[src/design/pin_mux_pkg.sv]
// Purpose: constants and carriers for the port pin function mux
// Assumes: 10 MHz system clock, pins sampled synchronously
// Notes:   pin triplets are input, output, output enable
package pin_mux_pkg;
  localparam int unsigned CLK_HZ          = 10_000_000;
  localparam int unsigned RST_MIN_LOW_NS  = 100;
  // least time rounds up
  localparam int unsigned RST_MIN_CYCLES_RAW =
    (RST_MIN_LOW_NS * (CLK_HZ / 1_000_000) + 999) / 1000;
  localparam int unsigned RST_MIN_CYCLES =
    (RST_MIN_CYCLES_RAW < 1) ? 1 : RST_MIN_CYCLES_RAW;
  localparam int unsigned RST_CNT_W = 8;
  localparam int unsigned DEBUG_CNT_W = 4;

  // port B pin zero function select
  localparam logic [1:0] PB0_SEL_GPIO   = 2'h0;
  localparam logic [1:0] PB0_SEL_TIMER  = 2'h1;
  localparam logic [1:0] PB0_SEL_ANALOG = 2'h2;

  typedef struct packed {
    logic in;
    logic out;
    logic oe;
  } pin_type;

  typedef struct packed {
    logic dir_out;
    logic data_out;
    logic pull_en;
  } gpio_cfg_type;
endpackage : pin_mux_pkg

[src/design/port_pin_function_mux.sv]
// Purpose: reset pin filtering and port A/B pin function routing
// Assumes: all pin inputs synchronous to clk_sys_i
// Notes:   pulldown/pullup enables are outputs to the pad cells
module port_pin_function_mux #(
  parameter int unsigned RST_MIN_CYCLES = pin_mux_pkg::RST_MIN_CYCLES
) (
  // clock and reset
  input  wire logic                     clk_sys_i,
  input  wire logic                     rstn_i,
  // reset pin
  input  wire logic                     reset_pin_n_i,
  output logic                          ext_reset_req_o,
  output logic                          cpu_fetch_vector_o,
  output logic                          debug_entry_o,
  // port B pin zero
  input  wire logic                     port_b_pin_zero_i,
  output logic                          port_b_pin_zero_o,
  output logic                          port_b_pin_zero_oe_o,
  output logic                          port_b_pin_zero_pullup_o,
  input  wire logic [1:0]               pb0_func_sel_i,
  input  wire pin_mux_pkg::gpio_cfg_type pb0_cfg_i,
  output logic                          pb0_gpio_in_o,
  input  wire logic                     timer_channel_zero_out_i,
  input  wire logic                     timer_channel_zero_oe_i,
  output logic                          timer_channel_zero_in_o,
  output logic                          analog_input_three_sel_o,
  // port A pins one to three, index = pin number
  input  wire logic [3:1]               port_a_pin_i,
  output logic      [3:1]               port_a_pin_o,
  output logic      [3:1]               port_a_pin_oe_o,
  output logic      [3:1]               port_a_pin_pulldown_o,
  output logic      [3:1]               port_a_pin_pullup_o,
  input  wire logic [3:1]               pa_dir_out_i,
  input  wire logic [3:1]               pa_data_out_i,
  input  wire logic [3:1]               pa_pull_en_i,
  input  wire logic [3:1]               pa_pull_down_sel_i,
  input  wire logic [3:1]               wakeup_en_i,
  output logic      [3:1]               pa_gpio_in_o,
  output logic      [3:1]               keyboard_wakeup_interrupt_o,
  // client spi
  input  wire logic                     spi_en_i,
  input  wire logic                     port_a_pin_zero_i,
  input  wire logic                     spi_miso_i,
  output logic                          spi_mosi_o,
  output logic                          spi_sclk_o,
  output logic                          spi_ss_n_o
);
  // the low-time counter must be able to reach the threshold
  if (RST_MIN_CYCLES < 1 || RST_MIN_CYCLES >= (1 << pin_mux_pkg::RST_CNT_W)) begin : g_bad_min
    $error("RST_MIN_CYCLES out of range");
  end

  // reset pin low-time filter
  logic [pin_mux_pkg::RST_CNT_W-1:0] low_cnt_r;
  logic                              low_ok_r;
  logic                              pin_prev_r;
  wire                               rise = reset_pin_n_i && !pin_prev_r;

  always_ff @(posedge clk_sys_i or negedge rstn_i) begin
    if (!rstn_i) begin
      // idle level of the pin, so release gives no false rise
      pin_prev_r <= 1'b1;
    end else begin
      pin_prev_r <= reset_pin_n_i;
    end
  end

  always_ff @(posedge clk_sys_i or negedge rstn_i) begin
    if (!rstn_i) begin
      low_cnt_r <= '0;
      low_ok_r  <= 1'b0;
    end else if (reset_pin_n_i) begin
      low_cnt_r <= '0;
      low_ok_r  <= 1'b0;
    end else begin
      if (!low_ok_r)
        low_cnt_r <= low_cnt_r + 1'b1;
      if (low_cnt_r + 1'b1 >= RST_MIN_CYCLES[pin_mux_pkg::RST_CNT_W-1:0])
        low_ok_r <= 1'b1;
    end
  end

  a_short_low_ign: assert property (@(posedge clk_sys_i) disable iff (!rstn_i)
    (rise && !low_ok_r) |=> !cpu_fetch_vector_o)
    else $error("short low pulse gave a vector fetch");
  a_filter_clear: assert property (@(posedge clk_sys_i) disable iff (!rstn_i)
    reset_pin_n_i |=> !low_ok_r)
    else $error("low qualification kept after pin high");

  always_ff @(posedge clk_sys_i or negedge rstn_i) begin
    if (!rstn_i) begin
      ext_reset_req_o    <= 1'b0;
      cpu_fetch_vector_o <= 1'b0;
    end else begin
      ext_reset_req_o    <= low_ok_r && !reset_pin_n_i;
      cpu_fetch_vector_o <= rise && low_ok_r;
    end
  end

  a_vector_fetch: assert property (@(posedge clk_sys_i) disable iff (!rstn_i)
    (rise && low_ok_r) |=> cpu_fetch_vector_o)
    else $error("no vector fetch after reset release");
  a_reset_req: assert property (@(posedge clk_sys_i) disable iff (!rstn_i)
    ext_reset_req_o |-> $past(reset_pin_n_i) == 1'b0)
    else $error("reset request without low pin");
  a_fetch_pulse: assert property (@(posedge clk_sys_i) disable iff (!rstn_i)
    cpu_fetch_vector_o |=> !cpu_fetch_vector_o)
    else $error("vector fetch longer than one cycle");
  c_ext_reset: cover property (@(posedge clk_sys_i) disable iff (!rstn_i)
    cpu_fetch_vector_o);

  // debug entry on qualified release
  // port B pin zero held low as input marks the debug request
  always_ff @(posedge clk_sys_i or negedge rstn_i) begin
    if (!rstn_i) begin
      debug_entry_o <= 1'b0;
    end else begin
      debug_entry_o <= 1'b0;
      if (rise && low_ok_r) begin
        if (!port_b_pin_zero_i && !pb0_cfg_i.dir_out)
          debug_entry_o <= 1'b1;
      end
    end
  end

  a_debug_entry: assert property (@(posedge clk_sys_i) disable iff (!rstn_i)
    debug_entry_o |-> $past(low_ok_r))
    else $error("debug entry without qualified reset");
  c_debug: cover property (@(posedge clk_sys_i) disable iff (!rstn_i) debug_entry_o);

  always_comb begin
    port_b_pin_zero_o        = pb0_cfg_i.data_out;
    port_b_pin_zero_oe_o     = pb0_cfg_i.dir_out;
    port_b_pin_zero_pullup_o = pb0_cfg_i.pull_en && !pb0_cfg_i.dir_out;
    analog_input_three_sel_o = 1'b0;
    unique case (pb0_func_sel_i)
      pin_mux_pkg::PB0_SEL_GPIO: ;
      pin_mux_pkg::PB0_SEL_TIMER: begin
        port_b_pin_zero_o    = timer_channel_zero_out_i;
        port_b_pin_zero_oe_o = timer_channel_zero_oe_i;
      end
      pin_mux_pkg::PB0_SEL_ANALOG: begin
        port_b_pin_zero_o        = 1'b0;
        port_b_pin_zero_oe_o     = 1'b0;
        port_b_pin_zero_pullup_o = 1'b0;
        analog_input_three_sel_o = 1'b1;
      end
      // reserved code 3 acts as gpio
      default: ;
    endcase
  end
  assign pb0_gpio_in_o           = port_b_pin_zero_i;
  assign timer_channel_zero_in_o = port_b_pin_zero_i;

  a_pb0_analog: assert property (@(posedge clk_sys_i) disable iff (!rstn_i)
    analog_input_three_sel_o |-> !port_b_pin_zero_oe_o)
    else $error("analog pin driven");
  a_pb0_pullup: assert property (@(posedge clk_sys_i) disable iff (!rstn_i)
    port_b_pin_zero_pullup_o |-> pb0_cfg_i.pull_en && !analog_input_three_sel_o)
    else $error("port B pullup on without enable");
  c_analog: cover property (@(posedge clk_sys_i) disable iff (!rstn_i)
    analog_input_three_sel_o);

  // port A pins one to three
  for (genvar i = 1; i <= 3; i++) begin : g_pa
    wire gpio_oe = pa_dir_out_i[i];
    // pulls off while driving, they would only burn current
    // pulldown gated by wake-up
    assign port_a_pin_pulldown_o[i] = !spi_en_i && !gpio_oe && pa_pull_en_i[i]
                                      && pa_pull_down_sel_i[i] && wakeup_en_i[i];
    assign port_a_pin_pullup_o[i]   = !spi_en_i && !gpio_oe && pa_pull_en_i[i]
                                      && !pa_pull_down_sel_i[i];
    // wake-up bit i from pin i
    assign keyboard_wakeup_interrupt_o[i] = !spi_en_i && wakeup_en_i[i] && port_a_pin_i[i];
    assign pa_gpio_in_o[i] = port_a_pin_i[i];
  end

  a_pulldown_gate: assert property (@(posedge clk_sys_i) disable iff (!rstn_i)
    (port_a_pin_pulldown_o & ~wakeup_en_i) == 3'h0)
    else $error("pulldown on without wake-up enable");
  a_wakeup_map: assert property (@(posedge clk_sys_i) disable iff (!rstn_i)
    !spi_en_i |-> keyboard_wakeup_interrupt_o == (wakeup_en_i & port_a_pin_i))
    else $error("wake-up bit not fed by its pin");
  c_wakeup: cover property (@(posedge clk_sys_i) disable iff (!rstn_i)
    |keyboard_wakeup_interrupt_o);

  // in spi mode pins one and three stay inputs so the host owns them
  // pin two drives MISO in spi mode
  always_comb begin
    port_a_pin_o    = pa_data_out_i;
    port_a_pin_oe_o = pa_dir_out_i;
    if (spi_en_i) begin
      port_a_pin_o    = {1'b0, spi_miso_i, 1'b0};
      port_a_pin_oe_o = {1'b0, 1'b1, 1'b0};
    end
  end

  a_miso_drive: assert property (@(posedge clk_sys_i) disable iff (!rstn_i)
    spi_en_i |-> port_a_pin_oe_o[2] && port_a_pin_o[2] == spi_miso_i)
    else $error("miso not driven on pin two");
  a_gpio_return: assert property (@(posedge clk_sys_i) disable iff (!rstn_i)
    !spi_en_i |-> port_a_pin_oe_o == pa_dir_out_i && port_a_pin_o == pa_data_out_i)
    else $error("gpio not restored");

  assign spi_mosi_o = spi_en_i ? port_a_pin_i[3] : 1'b0;
  assign spi_sclk_o = spi_en_i ? port_a_pin_i[1] : 1'b0;
  assign spi_ss_n_o = spi_en_i ? port_a_pin_zero_i : 1'b1;

  a_mosi_route: assert property (@(posedge clk_sys_i) disable iff (!rstn_i)
    spi_en_i |-> spi_mosi_o == port_a_pin_i[3] && !port_a_pin_oe_o[3])
    else $error("mosi not taken from pin three");
  a_sclk_ss: assert property (@(posedge clk_sys_i) disable iff (!rstn_i)
    spi_en_i |-> spi_sclk_o == port_a_pin_i[1] && spi_ss_n_o == port_a_pin_zero_i)
    else $error("sclk or select not routed");
  a_spi_pulls_off: assert property (@(posedge clk_sys_i) disable iff (!rstn_i)
    spi_en_i |-> (port_a_pin_pullup_o | port_a_pin_pulldown_o) == 3'h0)
    else $error("pull device on in spi mode");
  a_spi_idle: assert property (@(posedge clk_sys_i) disable iff (!rstn_i)
    !spi_en_i |-> spi_ss_n_o && !spi_sclk_o && !spi_mosi_o)
    else $error("spi inputs not idle with spi off");
  c_spi_mode: cover property (@(posedge clk_sys_i) disable iff (!rstn_i) $rose(spi_en_i));
endmodule : port_pin_function_mux

[config.mk]
export PLATFORM = sky130hd
export DESIGN_NAME = port_pin_function_mux
export DESIGN_NICKNAME = d
export VERILOG_FILES = /design/src/design/pin_mux_pkg.sv /design/src/design/port_pin_function_mux.sv
export SDC_FILE = /design/constraint.sdc
export NUM_CORES = 1
export LEC_CHECK = 0
export BUFFER_PORTS_ARGS = -buffer_cell sky130_fd_sc_hd__buf_2
export CORE_UTILIZATION = 41
export DETAILED_ROUTE_END_ITERATION = 6
export PLACE_DENSITY = 0.78
export SYNTH_ARGS = -nofsm -noshare
export SYNTH_HDL_FRONTEND = slang
export SYNTH_SLANG_ARGS = --single-unit
[constraint.sdc]
create_clock -name clk_sys_i -period 1.92 [get_ports clk_sys_i]
set_input_delay 0.288 -clock clk_sys_i [delete_from_list [all_inputs] [get_ports clk_sys_i]]
set_output_delay 0.288 -clock clk_sys_i [all_outputs]
set_load 0.02 [all_outputs]
==> run metrics, run 1 <==
DIE AREA 2440 um^2; Worst-Margin Slew 0.395 ns; Core Box Area 2040 um^2; Root Driver clkbuf_4; CP Launch Type flop; placed cell count 185; critical path fanouts, max 9; min cycle time layout 1.71 ns; clock buffer depth 2; fillers 174; FF+latch count, synth 13; crit path from low_cnt_r[0]; CTS tree done; antenna violations before repair 0; htree depth 1; sw power 200 uW; Post-synth top flop dfrtp_1; row count 16; Post-synth EDFFs 0; path depth of the worst reg2reg path 5; main combinational cell family by area after synthesis simple AND/OR/NAND/NOR gates; register area share after synthesis 35.5%; Final Non-Filler Cells 190; Logic pwr share 26.1%; WP data required 2.06 ns; clk sink count 13; vias in the first global route 881; ant diodes 0; Slew Limit Fails 0; Worst setup endpoint low_ok_r; Worst R2R Setup Slack 0.21 ns; drt first pass iters 4; Via density 4.97; Multi-input gate area 517 um^2; setup tns final 0 ns; hold_ws 0.199 ns; Async SR Flop Fraction 100%; RSZ-0062 raised after global routing false; setup ws final 0.211 ns; Worst Hold Class primary input to flop; io pins 62; Die W 49.4 um; # setup viols final 0; die height 49.4 um; Sw Share 31.6%; Cell Pwr Density 510 nW/um^2; clock share of power 26.9%; crit path capture type flop; outcome finished, final reports clean; largest net degree at the start of global routing 17; path type of the worst setup path flop to flop; Rel. slew slack 73.3%; # DRC 0; VDD IR max 0.364 mV; antenna-violating nets left 0; via count 944; Post-Syn Area 920 um^2; multiplexer area fraction after synthesis 2.31%; aggregate routed wire length 2190 um; Netlist cell types 37; Lkg Pwr 0.641 nW; final hold violations 0; GRT Overall Usage 19.2%; Post-Synth Adder-Cell Area 6.80%; WL/cell 11.5 um; P&R area growth vs syn 35.0%; Synth Area in Simple Gates 33.9%; layout cells sized above 1 43.6%; drt initial violations 7; max_cap viols 0; GR Overflow Total 0; CP arrival 1.85 ns; Post-Synthesis Cells 106; synth warn 0; XOR/XNOR Fraction of Synth Area 7.62%; Avg Synthesized Cell Area 8.68 um^2; Synth Net Count 143; Pint 433 uW; final RePlAce weighted congestion 0.781; Clock transition at path regs 0.08 ns; Place WS 0.204 ns; post-CTS setup buffers 0; RR Endpoint low_ok_r; worst r2r src low_cnt_r[0]; Sequential Power Share 47.1%; Register Area 327 um^2; Final period util 89.0%; layout net count 201; power after layout 633 uW; TritonCTS buffer count 3; Clock Latency Late Sink 0.27 ns; Layout Skew 0.000953 ns; initial core utilization 45.0%; fmax 585 MHz; hpwl dp 1740 um; Synth Area in Compound Gates 5.58%; global-route wire length before repair 3590 um; Buffers on Ports 61
power groups by stage:
stage / Combinational, mW / Sequential, mW / Clock, mW
after global routing: 0.182 / 0.300 / 0.191
final: 0.165 / 0.298 / 0.170
after detailed placement: 0.164 / 0.303 / 0
after floorplan: 0.101 / 0.298 / 0
after CTS: 0.166 / 0.298 / 0.176
after global placement: 0.158 / 0.302 / 0
what timing repair did:
| item | in CTS | in global routing |
|---|---|---|
| hold buffers | 1 | 0 |
| endpoints found under the setup margin | 0 | 0 |
| endpoints found under the hold margin | 12 | 0 |
| resized for setup | 0 | 0 |
metrics by stage:
stage	util, %	cell area, um^2
finish	60.8	1240
global route	60.8	1240
CTS	60.8	1240
detailed placement	59.0	1200
global placement	59.0	1200
floorplan	-	920
kinds of logic (layout without fill, tap and decap cells):
kind of cell | Yosys count | count (layout)
xor gates and xnor gates | 8 | 8
DFF | 13 | 13
AOI/OAI and AO/OA | 7 | 7
muxes | 2 | 2
and+or+nand+nor | 56 | 56
buffers and inverters | 15 | 72
adders and majority gates | 5 | 5
critical path: stages, from the launching register on:
cell and delay (ns):
dfrtp_1 0.50, ha_1 0.28, inv_1 0.07, or3_2 0.47, o311ai_0 0.11, a41oi_1 0.15
how the worst min path moves through the flow:
stage	endpoint	slack (ns)	depth (start not counted)	startpoint
after floorplan	cpu_fetch_vector_o	-0.008	0	rstn_i
after global placement	low_cnt_r[1]	0.18	1	rstn_i
after detailed placement	low_cnt_r[0]	0.19	1	rstn_i
after CTS	debug_entry_o	0.20	2	port_b_pin_zero_i
after global routing	debug_entry_o	0.19	2	port_b_pin_zero_i
final	debug_entry_o	0.20	2	port_b_pin_zero_i
cells in the final DEF, fill, tap and decap left out, drive strengths merged, types with 2 or more instances in the layout:
master	n
and2	2
buf	61
clkbuf	4
dfrtp	12
ha	5
inv	6
nand2	10
nand2b	2
nand3	2
nor2	13
nor2b	6
nor3	6
nor3b	3
nor4b	2
o21ai	2
xnor2	5
xor2	3
cell usage after synthesis (3+ instances only):
cell type | count | area, um^2
xor2_1 | 3 | 26.3
clkbuf_1 | 3 | 11.3
nand2_1 | 10 | 37.5
dfrtp_1 | 12 | 300
inv_1 | 6 | 22.5
nor3b_1 | 3 | 22.5
nor2_1 | 13 | 48.8
xnor2_1 | 5 | 43.8
nor2b_1 | 6 | 37.5
ha_1 | 5 | 62.6
nor3_1 | 6 | 30.0
buf_4 | 5 | 37.5
cell type report:
cell class	instances	share of cell area (%)
Clock buffer	4	2.12
Inverter	6	1.81
Multi-Input combinational cell	78	41.6
Sequential cell	13	26.3
Tap cell	27	2.72
Timing Repair Buffer	62	25.4
sequential cells by signal (all words and copies together), names as in the netlist:
signal              flops
low_ok_r                1
ext_reset_req_o         1
debug_entry_o           1
low_cnt_r               8
cpu_fetch_vector_o      1
pin_prev_r              1
metal layers:
metal / wire [um] / global-route usage, % / vias up / part of all wire, %
met2: 1160 / 39.0 / 40 / 53
met1: 829 / 17.2 / 433 / 38
li1: - / - / 465 / -
met5: 0 / 0 / - / 0
met4: 50 / 8.82 / 0 / 2.3
met3: 153 / 4.67 / 6 / 7.0
Note: power is estimated with default switching activity, not from simulation.
==> inputs of run 2 (changes only) <==
Settings changed: ABC_AREA from default to 1.
==> run 2 against run 1 <==
Cell count is 16% higher. Sequential cell count stayed put. Clock power is 2% higher. Non-clock buffer count stayed put. Hold slack worse by 0.072 ns. First-iteration DRC count grew to 4.0 times the previous value. Global-route usage is 1.6 points lower. Combinational power hardly changed. Final area is 0.71% higher. Synthesized cell count is 26% higher. Clock skew is 0.00068 ns lower. Sequential power is 2% lower. Largest power group unchanged.
==> run metrics, run 2 <==
outcome finished, final reports clean; # setup viols final 0 (unchanged); Cell Chain, Critical Path ha_1, nand3_1, o21ai_1, nand2_1, nor2_1, nand3_1, nand2_1, inv_1; final hold violations 0 (unchanged); DIE AREA 2420 um^2 (-0.53%); antenna-violating nets left 0 (unchanged); power after layout 628 uW (-0.70%); Async SR Flop Fraction 100% (unchanged); Core Box Area 2020 um^2 (-0.98%); Cell Pwr Density 503 nW/um^2 (-1.4%); Buf+Inv Stages, Crit Path 1 (unchanged); path depth of the worst reg2reg path 8 (+3); Post-Synthesis Cells 134 (+26%); synth warn 0 (unchanged); io pins 62 (unchanged); max_cap viols 0 (unchanged); layout net count 232 (+15%); Final Cell Area 1250 um^2 (+0.71%); commonest non-fill, non-tap cell in the layout buf_2; drt initial violations 28 (+21); min cycle time layout 1.46 ns (-0.250 ns); GRT Overall Usage 17.7% (-1.6 points); Place WS 0.490 ns (+0.286 ns); setup ws final 0.461 ns (+0.250 ns); commonest cells after routing, fill and taps aside 61 x buf_2, 35 x nand2_1, 26 x inv_1; Layout Skew 0.000268 ns (-0.000685 ns); CP arrival 1.64 ns (-0.21 ns); WP data required 2.11 ns (+0.05 ns); register area share after synthesis 35.7% (+0.19 points); max FFs per register 8 (unchanged); vias in the first global route 903 (+2.5%); Post-synth EDFFs 0 (unchanged); largest net degree at the start of global routing 14 (-3); fillers 180 (+3.4%); slowest CP cell dfrtp_1; VDD IR max 0.346 mV (-5.0%); Worst Hold Class primary input to flop; Area after DPL 1210 um^2 (+0.62%); layout cells sized above 1 36.1% (-7.5 points); drt first pass iters 4 (unchanged); worst r2r src low_cnt_r[0]; Lkg Pwr 0.748 nW (+17%); Worst-Margin Slew 0.393 ns (-0.00221 ns); hpwl dp 1760 um (+1.3%); Avg Synthesized Cell Area 6.83 um^2 (-21%); placed cell count 216 (+17%); setup tns final 0 ns (unchanged); critical path fanouts, max 7 (-2); TritonCTS buffer count 3 (unchanged); Worst setup endpoint low_ok_r; path type of the worst setup path flop to flop; Register Area 327 um^2 (unchanged); Multi-input gate area 445 um^2 (-14%); leading cell type by number of instances after synthesis nand2_1; top cell type's share of synthesized area 32.8% (+0.18 points); Buffers on Ports 61 (unchanged); CP delay by family, top simple AND/OR/NAND/NOR gates; RSZ-0062 raised after global routing false; # DRC 0 (unchanged); global-route wire length before repair 3360 um (-6.4%); crit path from low_cnt_r[0]; # hold bufs at CTS 1 (unchanged); Final period util 76.0% (-13 points); fmax 686 MHz (+17%); Slew Limit Fails 0 (unchanged); Clock transition at path regs 0.08 ns (about the same); Rel. slew slack 73.7% (+0.40 points); Area contributors post-synth dfrtp_1 33%, nand2_1 14%, inv_1 11%, ha_1 6.8%, nor2_1 6.6%; Synth Net Count 171 (+20%); antenna violations before repair 0 (unchanged); aggregate routed wire length 2150 um (-2.0%); Synth top cells by count 35 x nand2_1, 26 x inv_1, 16 x nor2_1; Max stage delay on crit path 0.47 ns (-0.03 ns); crit path capture type flop; Largest Register low_cnt_r; Post-Syn Area 915 um^2 (-0.54%); critical path depth 8 (+3); top cell type by total area after synthesis dfrtp_1; htree depth 1 (unchanged); row count 16 (unchanged); Post-synth top flop dfrtp_1; post-cts sizing count 0 (unchanged); post-CTS setup buffers 0 (unchanged); Die W 49.2 um (-0.26%); die height 49.2 um (-0.26%); Worst R2R Setup Slack 0.46 ns (+0.25 ns); Via density 4.76 (-4.3%); RR Endpoint low_ok_r; CP Launch Type flop; Netlist cell types 22 (-41%); P&R area growth vs syn 36.7%; CTS tree done; ant diodes 0 (unchanged); clock buffer depth 2 (unchanged); FF+latch count, synth 13 (unchanged); Final Non-Filler Cells 221 (+16%); WL/cell 9.72 um (-16%); clk sink count 13 (unchanged); final RePlAce weighted congestion 0.853 (+9.2%); initial core utilization 45.2% (+0.20 points); Clock Latency Late Sink 0.28 ns (about the same); via count 1051 (+11%); GR Overflow Total 0 (unchanged); Root Driver clkbuf_4
-- run 2: cell types whose count changed after synthesis, sizes merged, moves of 3 or more --
cell,delta
nor2b,-6
nand2,+25
nor3,-3
o21ai,+5
nand3,+7
xnor2,-5
nor2,+4
inv,+21
-- run 2: cells by family (layout without fill, tap and decap cells) --
kind of cell | count (synthesis) | in the layout | share of synthesized area (%)
and+or+nand+nor | 72 | 72 | 33.9
buffers and inverters | 33 | 93 | 15.6
DFF | 13 | 13 | 35.7
AOI/OAI and AO/OA | 9 | 9 | 5.20
adders and majority gates | 5 | 5 | 6.84
xor gates and xnor gates | 2 | 2 | 2.74
-- run 2: layer usage --
metal | vias up | wire (um) | track usage (%)
li1 | 527 | - | -
met1 | 469 | 879 | 19.1
met2 | 52 | 1100 | 33.1
met3 | 3 | 139 | 3.12
met4 | 0 | 26 | 7.35
met5 | - | 0 | 0
-- run 2: cell type report --
class | instances | share of cell area (%)
clock inverter | 1 | 0.400
timing repair buffer | 62 | 25.2
inverter | 27 | 8.11
clock buffer | 3 | 1.80
multi-input combinational | 88 | 35.6
sequential | 13 | 26.1
tap | 27 | 2.70
-- run 2: worst min path at each step --
stage / cells after the start / startpoint / to / slack [ns]
after detailed placement: 1 / rstn_i / low_cnt_r[5] / 0.19
after global routing: 1 / reset_pin_n_i / pin_prev_r / 0.11
after floorplan: 0 / rstn_i / cpu_fetch_vector_o / -0.008
after CTS: 1 / reset_pin_n_i / pin_prev_r / 0.12
final: 1 / reset_pin_n_i / pin_prev_r / 0.13
after global placement: 1 / rstn_i / low_cnt_r[5] / 0.18
-- run 2: worst reg2reg max path, stage by stage, from the launching register on --
cell,delay [ns]
dfrtp_1,0.47
ha_1,0.22
nand3_1,0.14
o21ai_1,0.15
nand2_1,0.08
nor2_1,0.12
nand3_1,0.08
nand2_1,0.06
inv_1,0.03
-- run 2: stage by stage --
step           hold WS, ns  util [%]
6_report             0.127      61.8
5_1_grt              0.113      61.8
4_1_cts              0.124      61.8
3_5_place_dp         0.188      60.0
3_3_place_gp         0.183      60.0
2_1_floorplan     -0.00759         -
-- run 2: power breakdown --
group | internal [mW] | switching, mW
registers | 0.282 | 0.00871
logic | 0.0632 | 0.100
clock network | 0.0774 | 0.0962
==> inputs of run 3 (changes only) <==
Clock period 1.92 ns to 1.4 ns, I/O delays scaled along.
==> run 3 against run 2 <==
Sequential cell count unchanged. Wire length rose by 11%. Maximum frequency is 8.7% higher. Utilization increased by 1.5 points. Via count grew 1.4%. Sequential share of layout area down 0.52 points. Clock skew is 0.0068 ns higher. Die area unchanged. Global-route usage is 1.9 points higher. Critical path type unchanged.
==> run metrics, run 3 (same netlist as run 2, synthesis figures left out) <==
# DRC 0 (unchanged); fmax 745 MHz (+8.7%); vias in the first global route 955 (+5.8%); Die W 49.2 um (unchanged); Buffers on Ports 61 (unchanged); critical path fanouts, max 5 (-2); drt first pass iters 4 (unchanged); die height 49.2 um (unchanged); Clock Latency Late Sink 0.28 ns (about the same); fillers 194 (+7.8%); slowest CP cell dfrtp_2; Lkg Pwr 0.757 nW (+1.2%); Max stage delay on crit path 0.42 ns (-0.05 ns); Cell Pwr Density 684 nW/um^2 (+36%); Register Area 328 um^2 (+0.38%); Final period util 95.9% (+20 points); Worst-Margin Slew 0.311 ns (-0.0825 ns); commonest non-fill, non-tap cell in the layout buf_2; GR Overflow Total 0 (unchanged); Clock transition at path regs 0.09 ns (about the same); Layout Skew 0.00708 ns (+0.00682 ns); GRT Overall Usage 19.6% (+1.9 points); # setup viols final 0 (unchanged); CTS tree done; initial core utilization 45.2% (unchanged); Core Box Area 2020 um^2 (unchanged); htree depth 1 (unchanged); commonest cells after routing, fill and taps aside 61 x buf_2, 35 x nand2_1, 26 x inv_1; layout net count 235 (+1.3%); crit path capture type flop; Worst Hold Class primary input to flop; WL/cell 10.6 um (+9.1%); antenna violations before repair 0 (unchanged); DIE AREA 2420 um^2 (unchanged); hold_ws 0.0523 ns (-0.0748 ns); layout cells sized above 1 38.1% (+2.0 points); WP data required 1.58 ns (-0.53 ns); aggregate routed wire length 2380 um (+11%); min cycle time layout 1.34 ns (-0.116 ns); Rel. slew slack 79.3% (+5.6 points); antenna-violating nets left 0 (unchanged); CP Launch Type flop; Multi-input gate area 453 um^2 (+1.7%); max FFs per register 8 (unchanged); ant diodes 0 (unchanged); Buf+Inv Stages, Crit Path 1 (unchanged); final hold violations 0 (unchanged); Final Cell Area 1280 um^2 (+2.4%); final RePlAce weighted congestion 0.813 (-4.7%); via count 1066 (+1.4%); VDD IR max 0.376 mV (+8.7%); io pins 62 (unchanged); path type of the worst setup path flop to flop; largest net degree at the start of global routing 14 (unchanged); Crit path top cell by count nand2_1; Cell Chain, Critical Path ha_2, nand3_2, o21ai_1, nand2_1, nor2_1, nand3_1, nand2_1, inv_1; P&R area growth vs syn 39.9%; hpwl dp 1940 um (+10%); Via density 4.76 (about the same); CP delay by family, top simple AND/OR/NAND/NOR gates; global-route wire length before repair 3620 um (+7.8%); max_cap viols 0 (unchanged); RSZ-0062 raised after global routing true; Area after DPL 1230 um^2 (+1.9%); clk sink count 13 (unchanged); post-CTS setup buffers 0 (unchanged); TritonCTS buffer count 3 (unchanged); Slew Limit Fails 0 (unchanged); Largest Register low_cnt_r; drt initial violations 14 (-50%); Root Driver clkbuf_4; CP arrival 1.53 ns (-0.11 ns); outcome finished, final reports clean; clock buffer depth 2 (unchanged); row count 16 (unchanged)
==> run 3: cell count changes in the layout (fill, tap and decap cells not counted), sizes merged <==
| cell | previous run | this run |
|---|---|---|
| buf | 61 | 64 |
| clkbuf | 3 | 4 |
| clkinv | 1 | 0 |
==> run 3: area by class of cell <==
type | count | area share (%)
well taps | 27 | 2.64
multi-input cells | 88 | 35.4
inverters | 27 | 7.92
flip-flops and latches | 13 | 25.6
repair buffers | 65 | 26.4
clock buffers | 4 | 2.05
==> run 3: timing repair <==
action	4_1_cts	5_1_grt
setup endpoints to repair	1	1
resized for setup	2	1
hold endpoints to repair	12	0
hold buffers	1	0
==> run 3: layer usage <==
metal	global-route usage, %	up-vias	routed length, um
met5	0	-	0
met4	11.3	0	23
met3	2.18	2	126
met2	37.4	46	1260
met1	20.1	486	962
li1	-	532	-
==> run 3: stage by stage <==
step           cells  setup WS [ns]  power (mW)  utilization, %  setup TNS, ns
3_3_place_gp     219          0.101       0.634            61.1              0
4_1_cts          224         0.0260       0.883            63.2              0
5_1_grt          224        -0.0453       0.924            63.3        -0.0453
6_report         224         0.0576       0.875            63.3              0
2_1_floorplan    134         0.0602       0.533               -              0
3_5_place_dp     219        -0.0239       0.642            61.1        -0.0239
==> run 3: final timing paths <==
path / start / to / slack, ns / cells past startpoint
hold / removal: reset_pin_n_i / pin_prev_r / 0.05 / 1
min in group asynchronous: rstn_i / debug_entry_o / 0.34 / 2
max in group asynchronous: rstn_i / pin_prev_r / 0.78 / 2
hold reg to reg: low_cnt_r[7] / low_cnt_r[7] / 0.58 / 2
setup / recovery: low_cnt_r[0] / low_ok_r / 0.06 / 8
setup reg to reg: low_cnt_r[0] / low_ok_r / 0.06 / 8
==> run 3: where the power goes <==
part | internal (mW) | switching (mW) | leakage [nW] | total (mW)
Combinational | 0.0944 | 0.146 | 0.571 | 0.240
Clock | 0.110 | 0.127 | 0.0150 | 0.238
Sequential | 0.388 | 0.0100 | 0.171 | 0.398
Total | 0.593 | 0.283 | 0.757 | 0.875
